$ cat config.mk
export PLATFORM = sky130hd
export DESIGN_NAME = command_sm
export DESIGN_NICKNAME = d
export VERILOG_FILES = /design/src/verilog/cmd_sm_pkg.sv /design/src/verilog/command_sm.sv /design/src/verilog/wait_counter.sv
export SDC_FILE = /design/constraint.sdc
export NUM_CORES = 1
export LEC_CHECK = 0
export BUFFER_PORTS_ARGS = -buffer_cell sky130_fd_sc_hd__buf_2
export CAP_MARGIN = 20
export CORE_ASPECT_RATIO = 0.5
export CORE_MARGIN = 2
export CORE_UTILIZATION = 45
export DETAILED_ROUTE_END_ITERATION = 10
export GPL_ROUTABILITY_DRIVEN = 0
export PLACE_DENSITY = 0.72
export SKIP_LAST_GASP = 1
export SYNTH_ARGS = -nofsm -noshare
export SYNTH_HDL_FRONTEND = slang
export SYNTH_HIERARCHICAL = 1
export SYNTH_SLANG_ARGS = --single-unit
$ cat constraint.sdc
create_clock -name sys_clk -period 3.7 [get_ports sys_clk]
set_clock_uncertainty 0.2 [all_clocks]
set_input_delay 0.185 -clock sys_clk [delete_from_list [all_inputs] [get_ports sys_clk]]
set_output_delay 0.185 -clock sys_clk [all_outputs]
set_load 0.005 [all_outputs]
$ cat src/verilog/cmd_sm_pkg.sv
// Shared codes, constants and carriers of the command state machine.
package cmd_sm_pkg;

	// ****************************************************
	// Command codes
	// ****************************************************
	localparam logic [5:0] CMD_IDLE = 6'h00;
	localparam logic [5:0] CMD_NVM_WRITE = 6'h01;
	localparam logic [5:0] CMD_NVM_READ = 6'h03;
	localparam logic [5:0] CMD_REG_LOAD = 6'h07;
	localparam logic [5:0] CMD_CHECKSUM = 6'h12;
	localparam logic [5:0] CMD_RECEIVE = 6'h16;
	localparam logic [5:0] CMD_TRANSMIT = 6'h1a;
	localparam logic [5:0] CMD_TRANSCEIVE = 6'h1e;
	localparam logic [5:0] CMD_POWER_UP = 6'h3f;

	// ****************************************************
	// Counts, offsets and argument sizes
	// ****************************************************
	// Cycles for which the register clear is held in the reset phase.
	localparam logic [7:0] CLR_CYCLES = 8'h04;
	// Start address of the power-up register file in the memory.
	localparam logic [15:0] POWER_UP_INIT_CMD_FILE_ADDR = 16'h0010;
	localparam logic [1:0] ARGS_ADDR = 2'h2;
	localparam logic [1:0] ARGS_ADDR_LEN = 2'h3;
	localparam logic [6:0] FIFO_EMPTY = 7'h00;
	localparam logic [2:0] PAGE_CMD_STATUS = 3'h0;

	// ****************************************************
	// Types
	// ****************************************************
	typedef enum logic [3:0] {
		ST_POWER_UP_INIT_CMD_CLR, ST_POWER_UP_INIT_CMD_LOAD, ST_IDLE, ST_ARGS, ST_TX,
		ST_RX_WAIT, ST_RX, ST_NVM_WR, ST_NVM_RD, ST_CFG, ST_CRC
	} cmd_state_t;

	typedef struct packed {logic wr; logic [5:0] code;} host_cmd_t;
	typedef struct packed {logic [6:0] level; logic [7:0] rdata;} fifo_in_t;
	typedef struct packed {logic rd; logic wr; logic [7:0] wdata;} fifo_out_t;
	typedef struct packed {logic valid; logic [7:0] data;} byte_t;
	typedef struct packed {logic valid; logic [7:0] data; logic done;} rx_in_t;
	typedef struct packed {
		logic wr; logic rd; logic load; logic clear;
		logic [15:0] addr; logic [7:0] wdata;
	} nvm_out_t;

	typedef struct packed {
		cmd_state_t st;
		logic [5:0] cmd;
		logic [1:0] idx;
		logic [7:0] cnt;
		logic [15:0] addr;
		logic pend;
		logic started;
		logic wait_load;
		logic rx_on;
		logic irq;
		logic acc_ok;
		logic pin_prev;
		fifo_out_t fo;
		byte_t tx;
		byte_t crc;
		nvm_out_t nvm;
	} cmd_sm_t;

	// Power-on state: the power-up command with the clear asserted.
	localparam cmd_sm_t SM_RESET = '{
		st: ST_POWER_UP_INIT_CMD_CLR, cmd: CMD_POWER_UP, idx: 2'h0, cnt: 8'h00,
		addr: 16'h0000, pend: 1'b0, started: 1'b0, wait_load: 1'b0,
		rx_on: 1'b0, irq: 1'b0, acc_ok: 1'b0, pin_prev: 1'b1,
		fo: '0, tx: '0, crc: '0,
		nvm: '{wr: 1'b0, rd: 1'b0, load: 1'b0, clear: 1'b1,
			addr: 16'h0000, wdata: 8'h00}
	};

endpackage : cmd_sm_pkg

$ cat src/verilog/command_sm.sv
// Command interpreter state machine of the reader, with its checks.

// Summary of operation
// - Command register starts command; FIFO carries data.
// - Wait for all arguments; never clear FIFO.
// - Code 3F is never accepted from host.
// - Power-on or pin falling edge starts power-up.
// - Power-up clears registers, then loads from memory.
// - Power-up ends by entering idle unaided.
// - During power-up only page 0 reads work.
// - Host writes cannot interrupt power-up.
// - Idle code 00 does nothing, waits.
// - Self-ending command enters idle, raises done flag.
// - Host idle abort raises no done flag.
// - Abort keeps FIFO contents.
// - Transmit 1A sends FIFO bytes, host start only.
// - Receive 16 waits interval, fills FIFO.
// - Transceive 1E transmits, then receives after wait.
// - Memory write 01: address low, high, data.
// - Memory read 03: address, count, bytes back.
// - Register load 07: address, then registers load.
// - Checksum 12 streams FIFO bytes to coprocessor.
module command_sm
	import cmd_sm_pkg::*;
(
	input wire logic sys_clk,
	input wire logic rst_b,
	input wire host_cmd_t host_cmd,
	input wire logic host_rd,
	input wire logic [2:0] host_page,
	input wire logic hard_reset_powerdown_pin,
	input wire logic [7:0] receive_wait_count,
	input wire logic bit_tick,
	input wire fifo_in_t fifo_in,
	output fifo_out_t fifo_out,
	input wire logic tx_ready,
	output byte_t tx_out,
	input wire rx_in_t rx_in,
	output logic rx_on,
	input wire logic nvm_ready,
	input wire logic nvm_rvalid,
	input wire logic [7:0] nvm_rdata,
	input wire logic cfg_done,
	output nvm_out_t nvm_out,
	output byte_t crc_out,
	output logic [5:0] command_code,
	output logic command_done_irq,
	output logic host_access_ok
);

	// ****************************************************
	// Helper functions
	// ****************************************************
	function automatic logic in_power_up_init_cmd(input cmd_state_t s);
		in_power_up_init_cmd = (s == ST_POWER_UP_INIT_CMD_CLR) || (s == ST_POWER_UP_INIT_CMD_LOAD);
	endfunction : in_power_up_init_cmd

	// Codes that the host may launch; power-up is deliberately absent.
	function automatic logic host_code_ok(input logic [5:0] c);
		host_code_ok = (c == CMD_IDLE) || (c == CMD_NVM_WRITE) ||
			(c == CMD_NVM_READ) || (c == CMD_REG_LOAD) ||
			(c == CMD_CHECKSUM) || (c == CMD_RECEIVE) ||
			(c == CMD_TRANSMIT) || (c == CMD_TRANSCEIVE);
	endfunction : host_code_ok

	// Return to idle after a self-ending command.
	function automatic cmd_sm_t finish(input cmd_sm_t s);
		cmd_sm_t r;
		r = s;
		r.st = ST_IDLE;
		r.cmd = CMD_IDLE;
		r.irq = 1'b1;
		r.rx_on = 1'b0;
		r.nvm.load = 1'b0;
		finish = r;
	endfunction : finish

	// ****************************************************
	// State and receive-wait timer
	// ****************************************************
	cmd_sm_t q;
	cmd_sm_t d;
	logic wait_zero;
	logic [7:0] rbyte;
	logic [1:0] need;

	wait_counter u_wait (
		.sys_clk(sys_clk),
		.rst_b(rst_b),
		.load(q.wait_load),
		.load_val(receive_wait_count),
		.tick(bit_tick),
		.zero(wait_zero)
	);

	assign rbyte = fifo_in.rdata;
	assign need = (q.cmd == CMD_NVM_READ) ? ARGS_ADDR_LEN : ARGS_ADDR;

	// Next state. Single-cycle strobes fall back to zero every cycle. A FIFO
	// byte is popped at the edge that ends the cycle with fo.rd high, so a new
	// pop waits one cycle for the level to follow.
	always_comb begin
		d = q;
		d.fo.rd = 1'b0;
		d.fo.wr = 1'b0;
		d.nvm.wr = 1'b0;
		d.nvm.rd = 1'b0;
		d.crc.valid = 1'b0;
		d.irq = 1'b0;
		d.wait_load = 1'b0;
		d.pin_prev = hard_reset_powerdown_pin;
		d.acc_ok = !in_power_up_init_cmd(q.st) ||
			(host_rd && (host_page == PAGE_CMD_STATUS));
		case (q.st)
			ST_POWER_UP_INIT_CMD_CLR: begin
				d.cnt = q.cnt + 8'h01;
				if (q.cnt == CLR_CYCLES - 8'h01) begin
					d.nvm.clear = 1'b0;
					d.nvm.load = 1'b1;
					d.nvm.addr = POWER_UP_INIT_CMD_FILE_ADDR;
					d.st = ST_POWER_UP_INIT_CMD_LOAD;
				end
			end
			ST_POWER_UP_INIT_CMD_LOAD: begin
				if (cfg_done) begin
					d = finish(d);
				end
			end
			ST_IDLE: begin
				d.st = ST_IDLE;
			end
			ST_ARGS: begin
				if (q.fo.rd) begin
					d.idx = q.idx + 2'h1;
					if (q.idx == 2'h0) begin
						d.addr[7:0] = rbyte;
					end else if (q.idx == 2'h1) begin
						d.addr[15:8] = rbyte;
					end else begin
						d.cnt = rbyte;
					end
					if (q.idx == need - 2'h1) begin
						if (q.cmd == CMD_NVM_WRITE) begin
							d.st = ST_NVM_WR;
						end else if (q.cmd == CMD_NVM_READ) begin
							d.st = ST_NVM_RD;
						end else begin
							d.st = ST_CFG;
							d.nvm.load = 1'b1;
							d.nvm.addr = {rbyte, q.addr[7:0]};
						end
					end
				end else if (q.idx == 2'h0) begin
					d.fo.rd = (fifo_in.level >= {5'h00, need});
				end else begin
					d.fo.rd = (fifo_in.level != FIFO_EMPTY);
				end
			end
			ST_NVM_WR: begin
				if (q.fo.rd) begin
					d.nvm.wr = 1'b1;
					d.nvm.wdata = rbyte;
					d.nvm.addr = q.addr;
					d.addr = q.addr + 16'h0001;
				end else if (!q.nvm.wr) begin
					if (fifo_in.level == FIFO_EMPTY) begin
						d = finish(d);
					end else if (nvm_ready) begin
						d.fo.rd = 1'b1;
					end
				end
			end
			ST_NVM_RD: begin
				if (nvm_rvalid && q.pend) begin
					d.fo.wr = 1'b1;
					d.fo.wdata = nvm_rdata;
					d.cnt = q.cnt - 8'h01;
					d.pend = 1'b0;
				end else if (!q.pend) begin
					if (q.cnt == 8'h00) begin
						d = finish(d);
					end else if (nvm_ready) begin
						d.nvm.rd = 1'b1;
						d.nvm.addr = q.addr;
						d.addr = q.addr + 16'h0001;
						d.pend = 1'b1;
					end
				end
			end
			ST_CFG: begin
				if (cfg_done) begin
					d = finish(d);
				end
			end
			ST_TX: begin
				if (q.tx.valid && tx_ready) begin
					d.tx.valid = 1'b0;
				end
				if (q.fo.rd) begin
					d.tx.valid = 1'b1;
					d.tx.data = rbyte;
					d.started = 1'b1;
				end else if (!q.tx.valid) begin
					if (fifo_in.level != FIFO_EMPTY) begin
						d.fo.rd = 1'b1;
					end else if (q.started && tx_ready) begin
						if (q.cmd == CMD_TRANSCEIVE) begin
							d.st = ST_RX_WAIT;
							d.wait_load = 1'b1;
						end else begin
							d = finish(d);
						end
					end
				end
			end
			ST_RX_WAIT: begin
				if (!q.wait_load && wait_zero) begin
					d.rx_on = 1'b1;
					d.st = ST_RX;
				end
			end
			ST_RX: begin
				if (rx_in.valid) begin
					d.fo.wr = 1'b1;
					d.fo.wdata = rx_in.data;
				end
				if (rx_in.done) begin
					d = finish(d);
				end
			end
			ST_CRC: begin
				if (q.fo.rd) begin
					d.crc.valid = 1'b1;
					d.crc.data = rbyte;
				end else if (fifo_in.level != FIFO_EMPTY) begin
					d.fo.rd = 1'b1;
				end else begin
					d = finish(d);
				end
			end
			default: begin
				d.st = ST_IDLE;
			end
		endcase
		if (host_cmd.wr && !in_power_up_init_cmd(q.st)) begin
			// no pops or pushes after abort
			d.irq = 1'b0;
			d.fo.rd = 1'b0;
			d.fo.wr = 1'b0;
			d.nvm.wr = 1'b0;
			d.nvm.rd = 1'b0;
			d.nvm.load = 1'b0;
			d.crc.valid = 1'b0;
			d.tx.valid = 1'b0;
			d.rx_on = 1'b0;
			d.pend = 1'b0;
			d.idx = 2'h0;
			d.started = 1'b0;
			d.cmd = host_cmd.code;
			if (!host_code_ok(host_cmd.code)) begin
				d.cmd = CMD_IDLE;
				d.st = ST_IDLE;
			end else if (host_cmd.code == CMD_IDLE) begin
				d.st = ST_IDLE;
			end else if (host_cmd.code == CMD_TRANSMIT ||
				host_cmd.code == CMD_TRANSCEIVE) begin
				d.st = ST_TX;
			end else if (host_cmd.code == CMD_RECEIVE) begin
				d.st = ST_RX_WAIT;
				d.wait_load = 1'b1;
			end else if (host_cmd.code == CMD_CHECKSUM) begin
				d.st = ST_CRC;
			end else begin
				d.st = ST_ARGS;
			end
		end
		if (q.pin_prev && !hard_reset_powerdown_pin) begin
			d = SM_RESET;
			d.pin_prev = 1'b0;
		end
	end

	// State register; power-on reset lands in the power-up command.
	always_ff @(posedge sys_clk or negedge rst_b) begin
		if (!rst_b) begin
			q <= SM_RESET;
		end else begin
			q <= d;
		end
	end

	// ****************************************************
	// Outputs, all taken from the state register
	// ****************************************************
	assign fifo_out = q.fo;
	assign tx_out = q.tx;
	assign rx_on = q.rx_on;
	assign nvm_out = q.nvm;
	assign crc_out = q.crc;
	assign command_code = q.cmd;
	assign command_done_irq = q.irq;
	assign host_access_ok = q.acc_ok;
endmodule : command_sm

$ cat src/verilog/wait_counter.sv
// Loadable down counter that times the receive-wait interval in bit clocks.
module wait_counter
	import cmd_sm_pkg::*;
(
	input wire logic sys_clk,
	input wire logic rst_b,
	input wire logic load,
	input wire logic [7:0] load_val,
	input wire logic tick,
	output logic zero
);

	typedef struct packed {logic [7:0] cnt; logic zero;} wait_t;

	wait_t q;
	wait_t d;

	// A load wins over a tick so a restart never inherits an old count.
	always_comb begin
		d = q;
		if (load) begin
			d.cnt = load_val;
			d.zero = (load_val == 8'h00);
		end else if (tick && !q.zero) begin
			d.cnt = q.cnt - 8'h01;
			d.zero = (q.cnt == 8'h01);
		end
	end

	// State register.
	always_ff @(posedge sys_clk or negedge rst_b) begin
		if (!rst_b) begin
			q <= '{cnt: 8'h00, zero: 1'b1};
		end else begin
			q <= d;
		end
	end

	assign zero = q.zero;

endmodule : wait_counter

==> impl_summary.md, run 1 <==
Outcome
The run finished with clean final reports.

Synthesis
Of the total synthesized cell area, the portion taken by full adders, half adders and majority gates is 0.0233. The post-synthesis cell area is between 0.006 and 0.007 mm². The cell accounting for the most synthesized area is sky130_fd_sc_hd__dfrtp_1.

The multiplexer share of the synthesized area is 0.0144. Yosys printed 6 warnings. The register bit total from synthesis is 108. Of the total synthesized cell area, the portion taken by XOR and XNOR cells is 0.0168. Of the total synthesized cell area, the portion taken by AND, OR, NAND and NOR gates is 0.213.

Sorting the synthesized cells by area gives the leading types as sky130_fd_sc_hd__dfrtp_1 37%, sky130_fd_sc_hd__buf_4 7.0%, sky130_fd_sc_hd__nand2_1 4.8%, sky130_fd_sc_hd__dfstp_2 3.5%, sky130_fd_sc_hd__a21oi_1 3.2%. The synthesized design contains 0 enable-type register cells. The share of the Yosys chip area taken by registers is 0.400. Of all flip-flops after synthesis, the portion carrying an async set or reset was 1.00.

Among all flip-flop cells after synthesis, the most frequent one is sky130_fd_sc_hd__dfrtp_1. The area share of the leading cell type in the synthesized netlist is 0.365. The complex-gate fraction of the synthesized area came to 0.226. Counting every net in the synthesized netlist gives between 800 and 900. The most common cell in the netlist is sky130_fd_sc_hd__dfrtp_1. Ranked by instance count, the synthesized netlist is headed by 99 x sky130_fd_sc_hd__dfrtp_1, 86 x sky130_fd_sc_hd__nand2_1, 63 x sky130_fd_sc_hd__buf_4, 55 x sky130_fd_sc_hd__nor2_1, 43 x sky130_fd_sc_hd__a21oi_1.

A synthesized cell averages between 9 and 10 µm². The number of unique standard cell types used by synthesis is 85. The cell count after synthesis came out at 747. The largest family of logic cells by synthesized area is compound AO/OA/AOI/OAI gates.

Timing
At the pin with the least slew margin, the transition time is 0.963 ns. The maximum frequency from static timing analysis is approximately 0.32 GHz. The total count of hold-check failures in the final report is 0.

Setup violations remaining at the end of the flow were counted as 0. The max-slew violation count was 0. Final hold analysis gives a worst-case slack of 0.00965 ns. Measured against its own limit, the worst slew margin works out to 0.355. The setup total negative slack is 0 ns. Setup repair after global routing left no endpoint under its margin. The period utilization is 0.835. The post-layout minimum cycle time is 3.09 ns. Across all setup checks in the final design, the least slack found is 0.611 ns.

Global route
The maximum number of pins on one net before global-route repair is 60. The global-route total usage across every layer is 0.244. The total overflow left after global routing is 0. The initial antenna violation count is 0. The via count of the first global-routing pass was 6050. The global-route wire length before repair is 31400 µm.

Place
In this run the tool buffered the top-level ports with 124 buffer cells. The detailed placement HPWL is 13200 µm. Prior to clock tree synthesis, the placed netlist has a worst setup slack of 0.703 ns. In this run, placement finished with an instance count of 985.

Floorplanning
The effective utilization at floorplan is 0.465. The total I/O pin count is 125. The x dimension of the die is 178 µm.

The area of the die is 0.0161 mm². The area of the core is 0.0146 mm². Measured along the y axis, the die boundary spans 90.8 µm.

The cell row count is 31.

CTS
The number of buffers added for setup after CTS is 0. TritonCTS built the clock tree. For the worst-skew pair, the clock arrives at the later sink with an insertion delay of 0.36 ns. The maximum level of the CTS H-tree is 3.

The clock passes through at most 2 buffers. Counting every sink on the clock net gives roughly 110. The post-CTS clock slew at the launch and capture registers of the worst setup and hold paths is 0.08 ns. The number of buffers created by CTS is 9. The clock root buffer master is sky130_fd_sc_hd__clkbuf_16.

Power and ir drop
The total power is approximately 4.6 mW. In this run the static leakage power is ~3.5 nW. The largest vdd supply drop is 0.264 mV. Power spread over the standard cell area amounts to 585 mW/mm².

Worst setup path
Data on the critical path arrives at its endpoint at 3.15 ns. The biggest fanout along the worst timing path is 14. The setup path with the least slack is of type reg2reg. The category of the worst setup path capture point is a register. The required time of the critical path is around 3.8 ns. The worst reg-to-reg setup slack is about 0.61 ns.

The kind of start point of the critical path is a register.

Detailed routing
The routed layout has 6214 vias. The ratio of routed vias to standard cells is ~6. The detail route stage leaves a number of antenna-violating nets equal to 0. The total length of routed wires is 19300 µm. The number of violations reported at the end of detailed-routing iteration 0 is 567. The pre-antenna-repair detailed-routing pass consisted of 5 iterations. The post-detailed-route DRC marker count is 0. After detailed routing, the average wire length per cell comes to 18.5 µm.

Cells and area
The filler cells instantiated in the layout total 1351. Compared with the post-synthesis result, the final layout area differs by 16.0%. The final layout net count is 909.

Of the cells placed in the final design, the portion with a size suffix greater than 1 is 0.245. After the flow finishes, the layout carries non-filler instances totaling about 1000. The number of antenna cells inserted is 0.

Hold path
The kind of path behind the tightest hold check is in2reg.

Job
The number of violations of the max-capacitance limit is 0.
## sequential cells by signal, summed over array words and instances, names as in the netlist
register and flops:
q 34, nvm_out 28, fifo_out 10, crc_out 9
tx_out 9, u_wait/q 8, command_code 6, command_done_irq 1
host_access_ok 1, rx_on 1, u_wait/zero 1
## kinds of logic after synthesis
family / after synthesis
xor+xnor: 13
compound gates: 215
flops: 108
mux: 9
simple gates: 273
fa+ha+maj: 12
buf+inv: 117
## worst max-delay path, cell delays in order (launching register included)
cell and delay, ns:
sky130_fd_sc_hd__dfrtp_1 0.54, sky130_fd_sc_hd__or4b_4 0.67, sky130_fd_sc_hd__clkinv_8 0.13, sky130_fd_sc_hd__ha_1 0.23, sky130_fd_sc_hd__a21oi_1 0.22, sky130_fd_sc_hd__o211ai_1 0.16
sky130_fd_sc_hd__o41ai_1 0.36, sky130_fd_sc_hd__xnor2_1 0.18, sky130_fd_sc_hd__nor2_1 0.06, sky130_fd_sc_hd__o31ai_1 0.25
## cell usage in the layout, fill, tap and decap left out, types with 4 or more instances in the layout
| cell type | count |
|---|---|
| sky130_fd_sc_hd__clkbuf_16 | 9 |
| sky130_fd_sc_hd__o31ai_1 | 13 |
| sky130_fd_sc_hd__dfstp_2 | 9 |
| sky130_fd_sc_hd__xor2_1 | 5 |
| sky130_fd_sc_hd__nand2_1 | 86 |
| sky130_fd_sc_hd__nor2b_1 | 9 |
| sky130_fd_sc_hd__nand4_1 | 5 |
| sky130_fd_sc_hd__or3_1 | 4 |
| sky130_fd_sc_hd__ha_1 | 11 |
| sky130_fd_sc_hd__a21oi_1 | 43 |
| sky130_fd_sc_hd__nor2_1 | 55 |
| sky130_fd_sc_hd__nand3_1 | 41 |
| sky130_fd_sc_hd__o21ai_1 | 4 |
| sky130_fd_sc_hd__nand2b_1 | 7 |
| sky130_fd_sc_hd__or4_1 | 8 |
| sky130_fd_sc_hd__inv_1 | 13 |
| sky130_fd_sc_hd__nor4_1 | 6 |
| sky130_fd_sc_hd__buf_2 | 123 |
| sky130_fd_sc_hd__xnor2_1 | 8 |
| sky130_fd_sc_hd__mux2_2 | 5 |
| sky130_fd_sc_hd__o2bb2ai_1 | 9 |
| sky130_fd_sc_hd__o211ai_1 | 8 |
| sky130_fd_sc_hd__nor3_1 | 13 |
| sky130_fd_sc_hd__o21ai_0 | 35 |
| sky130_fd_sc_hd__a211oi_1 | 9 |
| sky130_fd_sc_hd__a22o_1 | 16 |
| sky130_fd_sc_hd__buf_4 | 18 |
| sky130_fd_sc_hd__a22oi_1 | 19 |
| sky130_fd_sc_hd__dlygate4sd3_1 | 39 |
| sky130_fd_sc_hd__and3_1 | 7 |
| sky130_fd_sc_hd__dfrtp_1 | 99 |
| sky130_fd_sc_hd__a311oi_1 | 5 |
| sky130_fd_sc_hd__a221o_2 | 4 |
| sky130_fd_sc_hd__a31oi_1 | 9 |
## per-layer routing
| layer | vias to the layer above | GRT usage | part of all wire | routed length (µm) |
|---|---|---|---|---|
| li1 | 2877 | - | - | - |
| met1 | 3031 | 0.324 | 0.44 | 8400 |
| met2 | 260 | 0.396 | 0.47 | 9120 |
| met3 | 46 | 0.0505 | 0.066 | 1280 |
| met4 | 0 | 0.0813 | 0.024 | 468 |
| met5 | - | 0 | 0 | 0 |
## cell type report
| type | instances | area (µm²) | area share |
|---|---|---|---|
| clock buffer | 9 | 225 | 0.0286 |
| clock inverter | 7 | 80.1 | 0.0102 |
| inverter | 15 | 68.8 | 0.00875 |
| multi-input combinational | 522 | 3370 | 0.428 |
| sequential | 108 | 2710 | 0.345 |
| tap | 198 | 248 | 0.0315 |
| timing repair buffer | 181 | 1160 | 0.148 |
## power by group
| part | leakage (nW) | total (mW) | switching, mW | internal [mW] |
|---|---|---|---|---|
| clock network | 0.145 | 0.974 | 0.493 | 0.481 |
| logic | 1.93 | 1.84 | 1.05 | 0.792 |
| registers | 1.43 | 1.79 | 0.341 | 1.45 |
| total | 3.51 | 4.60 | 1.88 | 2.72 |
## through the flow
stage,instance area (µm²),util
finish,7870,0.539
detailed placement,7170,0.492
global route,7870,0.539
CTS,7870,0.539
global placement,7170,0.492
floorplan,6780,-
## final timing paths
kind                                              start                 endpoint  depth (start not counted)
worst min register to register  nvm_out[12]$_DFFE_PN0P_  nvm_out[12]$_DFFE_PN0P_                          1
max in group asynchronous                         rst_b          q[56]$_DFF_PN1_                          3
worst max-delay path                  q[96]$_DFFE_PN0P_        q[86]$_DFFE_PN0P_                          9
min in group asynchronous                         rst_b   nvm_out[9]$_DFFE_PN0P_                          2
worst max register to register        q[96]$_DFFE_PN0P_        q[86]$_DFFE_PN0P_                          9
worst min-delay path                         fifo_in[0]   nvm_out[0]$_DFFE_PN0P_                          3
## repair_timing
item | in CTS | in global routing
endpoints found under the hold margin | 78 | 0
hold buffers | 39 | 0
resized for setup | 0 | 0
No activity file was read; power rests on OpenSTA's default activity.
==> run 2: changes to the inputs <==
--- a/config.mk
+++ b/config.mk
@@ -12,7 +12,7 @@
 export CORE_UTILIZATION = 45
 export DETAILED_ROUTE_END_ITERATION = 10
 export GPL_ROUTABILITY_DRIVEN = 0
-export PLACE_DENSITY = 0.72
+export PLACE_DENSITY = 0.74
 export SKIP_LAST_GASP = 1
 export SYNTH_ARGS = -nofsm -noshare
 export SYNTH_HDL_FRONTEND = slang
==> constraint.sdc (replaced) <==
create_clock -name sys_clk -period 2.7 [get_ports sys_clk]
set_clock_uncertainty 0.2 [all_clocks]
set_input_delay 0.135 -clock sys_clk [delete_from_list [all_inputs] [get_ports sys_clk]]
set_output_delay 0.135 -clock sys_clk [all_outputs]
set_load 0.005 [all_outputs]
==> run 2 against run 1 <==
  * Combinational power increased by 61%
  * First-iteration DRC count decreased by 0.71%
  * Final area increased by 5.5%
  * Highest routed layer unchanged
==> impl_summary.md, run 2 (synthesis results as in run 1) <==
Timing
The tightest slew margin relative to the limit is 0.383 (+0.0284). The minimum hold slack is 0.0119 ns (+0.00229 ns). The maximum frequency from static timing analysis is 0.374 GHz (+16%).

The period utilization came to 0.989 (+0.155). The max-slew violation count came to 0 (unchanged). Setup repair after global routing could not meet its margin everywhere. The final setup violation count is 0 (unchanged). The transition at the pin with the smallest max-transition slack is 0.918 ns (-0.0452 ns). The total count of hold-check failures in the final report is 0 (unchanged).

The final worst slack was 0.0286 ns (-0.583 ns). The post-layout minimum cycle time was 2.67 ns (-0.417 ns).

Power and ir drop
The proportion of total power due to net switching came to 0.402 (-0.00629). The cell-internal power is 4.01 mW (+47%). The portion of total power attributed to sequential cells was 0.356 (-0.033). The largest vdd supply drop is 0.468 mV (+77%). The power share of the clock group is 0.201 (-0.011). The total power is 6.70 mW (+46%). The power density normalized to cell area is 808 mW/mm² (+38%). The static leakage came to 3.80 nW (+8.0%). The combinational share of power was 0.443 (+0.043). The switching power of the nets is 2.70 mW (+43%).

CTS
The post-CTS clock slew at the launch and capture registers of the worst setup and hold paths is 0.08 ns (about the same). The CTS tree is built. The number of buffers created by CTS was 9 (unchanged). The largest buffer count on any clock path is 2 (unchanged). The clock latency at the later pin of the worst-skew pair is 0.36 ns (about the same).

The CTS sink count is 108 (unchanged). The clock root buffer master is sky130_fd_sc_hd__clkbuf_16. The maximum level of the CTS H-tree is 3 (unchanged).

Worst setup path
The worst endpoint data arrival time is 2.74 ns (-0.41 ns). The worst reg-to-reg setup slack is 0.03 ns (-0.58 ns). The destination of the critical timing path is q[86]$_DFFE_PN0P_.

The worst setup path is of the reg2reg kind. The category of the worst setup path capture point is a register. The critical path starts at q[96]$_DFFE_PN0P_. The critical register-to-register path endpoint is q[86]$_DFFE_PN0P_. The biggest fanout along the worst timing path is 7 (-7). The launch instance of the worst register-to-register path is q[96]$_DFFE_PN0P_. The depth of the worst register-to-register path is 9 (unchanged). The required time of the critical path is 2.77 ns (-0.99 ns). The kind of start point of the critical path is a register.

Place
The total placed instance area is 0.00742 mm² (+3.5%). The detailed placement HPWL was 13600 µm (+2.7%). The count of buffers inserted at the top-level ports is 124 (unchanged).

The placed instance count was 1016 (+3.1%). The post-placement setup slack was -0.0300 ns (-0.733 ns).

Global route
The initial antenna violation count is 0 (unchanged). The maximum number of pins on one net before global-route repair came to 48 (-20%). The global-route congestion overflow total is 0 (unchanged). The global-route total usage across every layer was 0.253 (+0.00932). The global-route wire length before repair came to 32800 µm (+4.3%). The via count of the first global-routing pass was 6377 (+5.4%).

Outcome
The run finished with clean final reports.

Detailed routing
The remaining antenna violation count after routing is 0 (unchanged). The total length of routed wires is 20000 µm (+3.7%). The ratio of routed vias to standard cells was 6.01 (+0.67%). The post-detailed-route DRC marker count is 0 (unchanged). The overall via count from detail_route came to 6526 (+5.0%).

The number of violations reported at the end of detailed-routing iteration 0 came to 563 (-0.71%). The length of the first detailed-routing pass in iterations came to 5 (unchanged). The wire length per cell after detailed routing came to 18.4 µm (-0.64%).

Floorplanning
The area of the die came to 0.0161 mm² (unchanged). The x dimension of the die is 178 µm (unchanged). The cell row count came to 31 (unchanged). The effective utilization at floorplan is 0.465 (unchanged). The total I/O pin count came to 125 (unchanged). The die span in y is 90.8 µm (unchanged).

The area of the core was 0.0146 mm² (unchanged).

Cells and area
The library cells used most frequently in the layout, excluding fill and tap cells, are 123 x sky130_fd_sc_hd__buf_2, 99 x sky130_fd_sc_hd__dfrtp_1, 86 x sky130_fd_sc_hd__nand2_1. The library cell used most frequently in the layout, excluding fill and tap cells, is sky130_fd_sc_hd__buf_2. The share of cells above drive strength 1 is 0.290 (+0.0451). The flip-flop count of the largest register, all copies and words added was 34 (unchanged). The number of antenna cells inserted came to 0 (unchanged).

The final layout net count came to 954 (+5.0%). The final design instance area without fill is 0.00830 mm² (+5.5%). The filler-free cell count of the finished design is 1085 (+4.3%). From synthesis to final layout, the design area changed by 22.3%. More flip-flops sit in one register than any other, and that register is q.

Hold path
The kind of path behind the tightest hold check is in2reg.

Job
The number of violations of the max-capacitance limit came to 0 (unchanged).
run 2: timing repair:
item | CTS | global route
pin swaps | 6 | 14
resized for setup | 2 | 12
endpoints found under the setup margin | 12 | 35
buffers inserted | 4 | 6
hold buffers | 43 | 0
endpoints found under the hold margin | 99 | 0
run 2: area by class of cell:
| cell class | count | area [µm²] |
|---|---|---|
| inverters | 15 | 68.8 |
| clock inverters | 7 | 75.1 |
| clock buffers | 9 | 225 |
| repair buffers | 226 | 1530 |
| multi-input cells | 522 | 3440 |
| well taps | 198 | 248 |
| flip-flops and latches | 108 | 2710 |
| fillers | 1250 | 6290 |
run 2: per-layer routing:
metal,up-vias,global-route usage,wire [µm]
li1,2967,-,-
met2,323,0.409,9310
met1,3175,0.333,8410
met5,-,0,0
met4,0,0.0956,690
met3,61,0.0543,1540
run 2: how the worst min path moves through the flow:
stage | from | end | slack (ns) | cells after the start
floorplan | rst_b | command_done_irq$_DFF_PN0_ | -0.36 | 0
global placement | rst_b | q[64]$_DFFE_PN0P_ | -0.02 | 1
detailed placement | rst_b | nvm_out[9]$_DFFE_PN0P_ | -0.02 | 1
CTS | host_page[1] | host_access_ok$_DFF_PN0_ | 0.002 | 4
global route | host_cmd[4] | command_code[4]$_DFFE_PN1P_ | 0.05 | 3
finish | host_cmd[4] | command_code[4]$_DFFE_PN1P_ | 0.01 | 3
run 2: stage by stage:
step / util / setup TNS [ns]
6_report: 0.569 / 0
5_1_grt: 0.569 / -0.234
4_1_cts: 0.562 / -0.0439
3_5_place_dp: 0.509 / -0.0814
3_3_place_gp: 0.509 / 0
2_1_floorplan: - / 0
run 2: power by group through the flow:
stage,clock network [mW],registers [mW],logic [mW]
2_1_floorplan,0,2.31,1.94
3_3_place_gp,0,2.38,2.63
3_5_place_dp,0,2.39,2.69
4_1_cts,1.36,2.36,2.81
5_1_grt,1.43,2.44,3.25
6_report,1.34,2.39,2.97
run 2: critical path: stages, from the launching register on:
cell                       delay, ns
sky130_fd_sc_hd__dfrtp_1        0.39
sky130_fd_sc_hd__or4b_4         0.60
sky130_fd_sc_hd__clkinv_8       0.09
sky130_fd_sc_hd__ha_1           0.23
sky130_fd_sc_hd__a21oi_2        0.15
sky130_fd_sc_hd__o211ai_1       0.15
sky130_fd_sc_hd__o41ai_2        0.34
sky130_fd_sc_hd__xnor2_1        0.18
sky130_fd_sc_hd__nor2_1         0.06
sky130_fd_sc_hd__o31ai_1        0.19
==> run 3: changes to the inputs <==
--- a/config.mk
+++ b/config.mk
@@ -13,6 +13,7 @@
 export DETAILED_ROUTE_END_ITERATION = 10
 export GPL_ROUTABILITY_DRIVEN = 0
 export PLACE_DENSITY = 0.74
+export SETUP_SLACK_MARGIN = 0.4
 export SKIP_LAST_GASP = 1
 export SYNTH_ARGS = -nofsm -noshare
 export SYNTH_HDL_FRONTEND = slang
==> run 3 against run 2 <==
  * The flow now finishes with violations (setup timing)
  * Die area stayed put
  * First-iteration DRC count is 45% higher
  * Worst setup slack worse by 0.073 ns
  * Via count is 3.0% higher
  * Non-clock buffer count is 34 higher
  * Critical endpoint unchanged
  * Total power is 16% higher
==> impl_summary.md, run 3 (synthesis results as in run 1) <==
Timing
The tightest slew margin relative to the limit is 0.550 (+0.167). The maximum frequency from static timing analysis is 0.364 GHz (-2.7%). The setup total negative slack is -0.0445 ns (-0.0445 ns). The final setup violation count was 1 (+1). The period utilization was 1.02 (+0.0270).

The final worst slack was -0.0445 ns (-0.0730 ns). The post-layout minimum cycle time is 2.74 ns (+0.0730 ns). Setup repair after global routing could not meet its margin everywhere. The total count of hold-check failures in the final report came to 0 (unchanged).

The max-slew violation count is 0 (unchanged). The transition at the pin with the smallest max-transition slack is 0.675 ns (-0.243 ns).

Detailed routing
The wire length per cell after detailed routing is 19.7 µm (+7.2%). The overall via count from detail_route is 6722 (+3.0%). The post-detailed-route DRC marker count is 0 (unchanged). The total length of routed wires is 22100 µm (+11%). The number of violations reported at the end of detailed-routing iteration 0 came to 815 (+45%). The length of the first detailed-routing pass in iterations is 5 (unchanged). The remaining antenna violation count after routing is 0 (unchanged).

The ratio of routed vias to standard cells is 6.01 (-0.13%).

Floorplanning
The x dimension of the die was 178 µm (unchanged). The total I/O pin count is 125 (unchanged). The area of the die came to 0.0161 mm² (unchanged).

The cell row count was 31 (unchanged). The die span in y was 90.8 µm (unchanged). The area of the core was 0.0146 mm² (unchanged). The effective utilization at floorplan is 0.465 (unchanged).

Power and ir drop
The cell-internal power was 4.65 mW (+16%). The switching power of the nets is 3.12 mW (+16%). The power density normalized to cell area is 863 mW/mm² (+6.8%).

The total power is 7.77 mW (+16%). The portion of total power attributed to sequential cells came to 0.307 (-0.049). The static leakage was 4.05 nW (+6.7%). The combinational share of power is 0.527 (+0.084). The proportion of total power due to net switching is 0.401 (-0.000975). The power share of the clock group was 0.166 (-0.035).

The largest vdd supply drop came to 0.486 mV (+3.9%).

Worst setup path
The peak per-stage delay on the critical path came to 0.61 ns (about the same). The depth of the worst register-to-register path is 9 (unchanged). The worst endpoint data arrival time is 2.79 ns (+0.05 ns).

The required time of the critical path is 2.74 ns (-0.03 ns). STA classifies the critical path startpoint as a register. The biggest fanout along the worst timing path is 8 (+1). Traced cell by cell, the critical path runs through or4b_4 > clkinv_8 > ha_4 > a21oi_4 > o211ai_1 > o41ai_2 > xnor2_1 > nor2_1 > o31ai_1. The worst setup path is captured at a register. The critical path is of the reg2reg type. On the critical path, the stage with the largest delay is an instance of sky130_fd_sc_hd__or4b_4.

CTS
The largest buffer count on any clock path is 2 (unchanged). The CTS sink count is 108 (unchanged). The number of buffers created by CTS is 9 (unchanged). The clock latency at the later pin of the worst-skew pair is 0.35 ns (about the same). The clock root buffer master is sky130_fd_sc_hd__clkbuf_16.

TritonCTS built the clock tree. The post-CTS clock slew at the launch and capture registers of the worst setup and hold paths is 0.08 ns (about the same). The maximum level of the CTS H-tree was 3 (unchanged).

Cells and area
More flip-flops sit in one register than any other, and that register is q. The share of cells above drive strength 1 is 0.374 (+0.0838). From synthesis to final layout, the design area changed by 32.8%. The top cell types in the final layout, fill and taps aside, are 123 x sky130_fd_sc_hd__buf_2, 97 x sky130_fd_sc_hd__dfrtp_1, 82 x sky130_fd_sc_hd__nand2_1.

Leaving out fill and tap cells, the most frequent cell in the layout is sky130_fd_sc_hd__buf_2. The number of fill cells is 1133 (-9.4%). The number of antenna cells inserted is 0 (unchanged).

The flip-flop count of the largest register, all copies and words added is 34 (unchanged). The final layout net count came to 988 (+3.6%).

Global route
The global-route wire length before repair is 34100 µm (+3.9%). The maximum number of pins on one net before global-route repair is 56 (+17%). The via count of the first global-routing pass is 6648 (+4.2%). The initial antenna violation count is 0 (unchanged). The global-route congestion overflow total was 0 (unchanged).

The global-route total usage across every layer came to 0.265 (+0.0117).

Hold path
The tightest min-delay check is of the in2async type.

Place
The count of buffers inserted at the top-level ports is 124 (unchanged). The detailed placement HPWL is 14000 µm (+3.0%). The post-placement setup slack came to -0.00940 ns (+0.0206 ns).

Job
The number of violations of the max-capacitance limit is 0 (unchanged).

Outcome
The flow ran to the end, but the final reports show violations. The checks that failed: setup timing.
## run 3: final timing paths
check	start	end	slack [ns]
setup reg to reg	q[95]$_DFFE_PN0P_	q[86]$_DFFE_PN0P_	-0.04
setup / recovery	q[95]$_DFFE_PN0P_	q[86]$_DFFE_PN0P_	-0.04
min in group sys_clk	host_cmd[4]	command_code[4]$_DFFE_PN1P_	0.03
max in group asynchronous	rst_b	q[56]$_DFF_PN1_	1.53
hold reg to reg	nvm_out[12]$_DFFE_PN0P_	nvm_out[12]$_DFFE_PN0P_	0.28
hold / removal	rst_b	q[63]$_DFFE_PN0P_	0.03
## run 3: final cells by class
| class | count | area, µm² | area share |
|---|---|---|---|
| Clock inverter | 6 | 51.3 | 0.00570 |
| Timing Repair Buffer | 260 | 1900 | 0.211 |
| Inverter | 15 | 68.8 | 0.00764 |
| Sequential cell | 108 | 2720 | 0.302 |
| Tap cell | 198 | 248 | 0.0275 |
| Multi-Input combinational cell | 522 | 3790 | 0.421 |
| Clock buffer | 10 | 229 | 0.0254 |
## run 3: metrics by stage
stage / instance area [µm²] / utilization / cells / hold WS (ns)
floorplan: 6890 / - / 747 / -0.361
global placement: 7510 / 0.515 / 1019 / -0.139
detailed placement: 7510 / 0.515 / 1019 / -0.132
CTS: 8700 / 0.596 / 1103 / 0.0000447
global route: 9000 / 0.617 / 1119 / 0.0648
finish: 9000 / 0.617 / 1119 / 0.0252
## run 3: layer usage
layer  up-vias  routed length [µm]  global-route usage
li1       3029                   -                   -
met1      3254                8890               0.338
met2       364               10600               0.433
met3        75                1760              0.0593
met4         0                 802               0.111
met5         -                   0                   0
## run 3: power groups by stage
stage / clock [mW] / combinational (mW) / sequential (mW)
floorplan: 0 / 2.03 / 2.32
global placement: 0 / 2.74 / 2.37
detailed placement: 0 / 2.81 / 2.39
CTS: 1.30 / 3.50 / 2.36
global route: 1.36 / 4.35 / 2.43
finish: 1.29 / 4.09 / 2.38
## run 3: what timing repair did
item / in CTS / in global routing
hold buffers: 42 / 0
cloned: 2 / 1
resized for setup: 53 / 43
buffers inserted: 24 / 15
hold endpoints to repair: 150 / 0
setup endpoints to repair: 51 / 65
pin swaps: 45 / 15
## run 3: critical path, delay by kind of cell, from the launching register on
family | cells | cell delay [ns]
buf+inv | 1 | 0.12
fa+ha+maj | 1 | 0.21
compound gates | 4 | 0.88
flops | 1 | 0.38
simple gates | 2 | 0.67
xor+xnor | 1 | 0.18
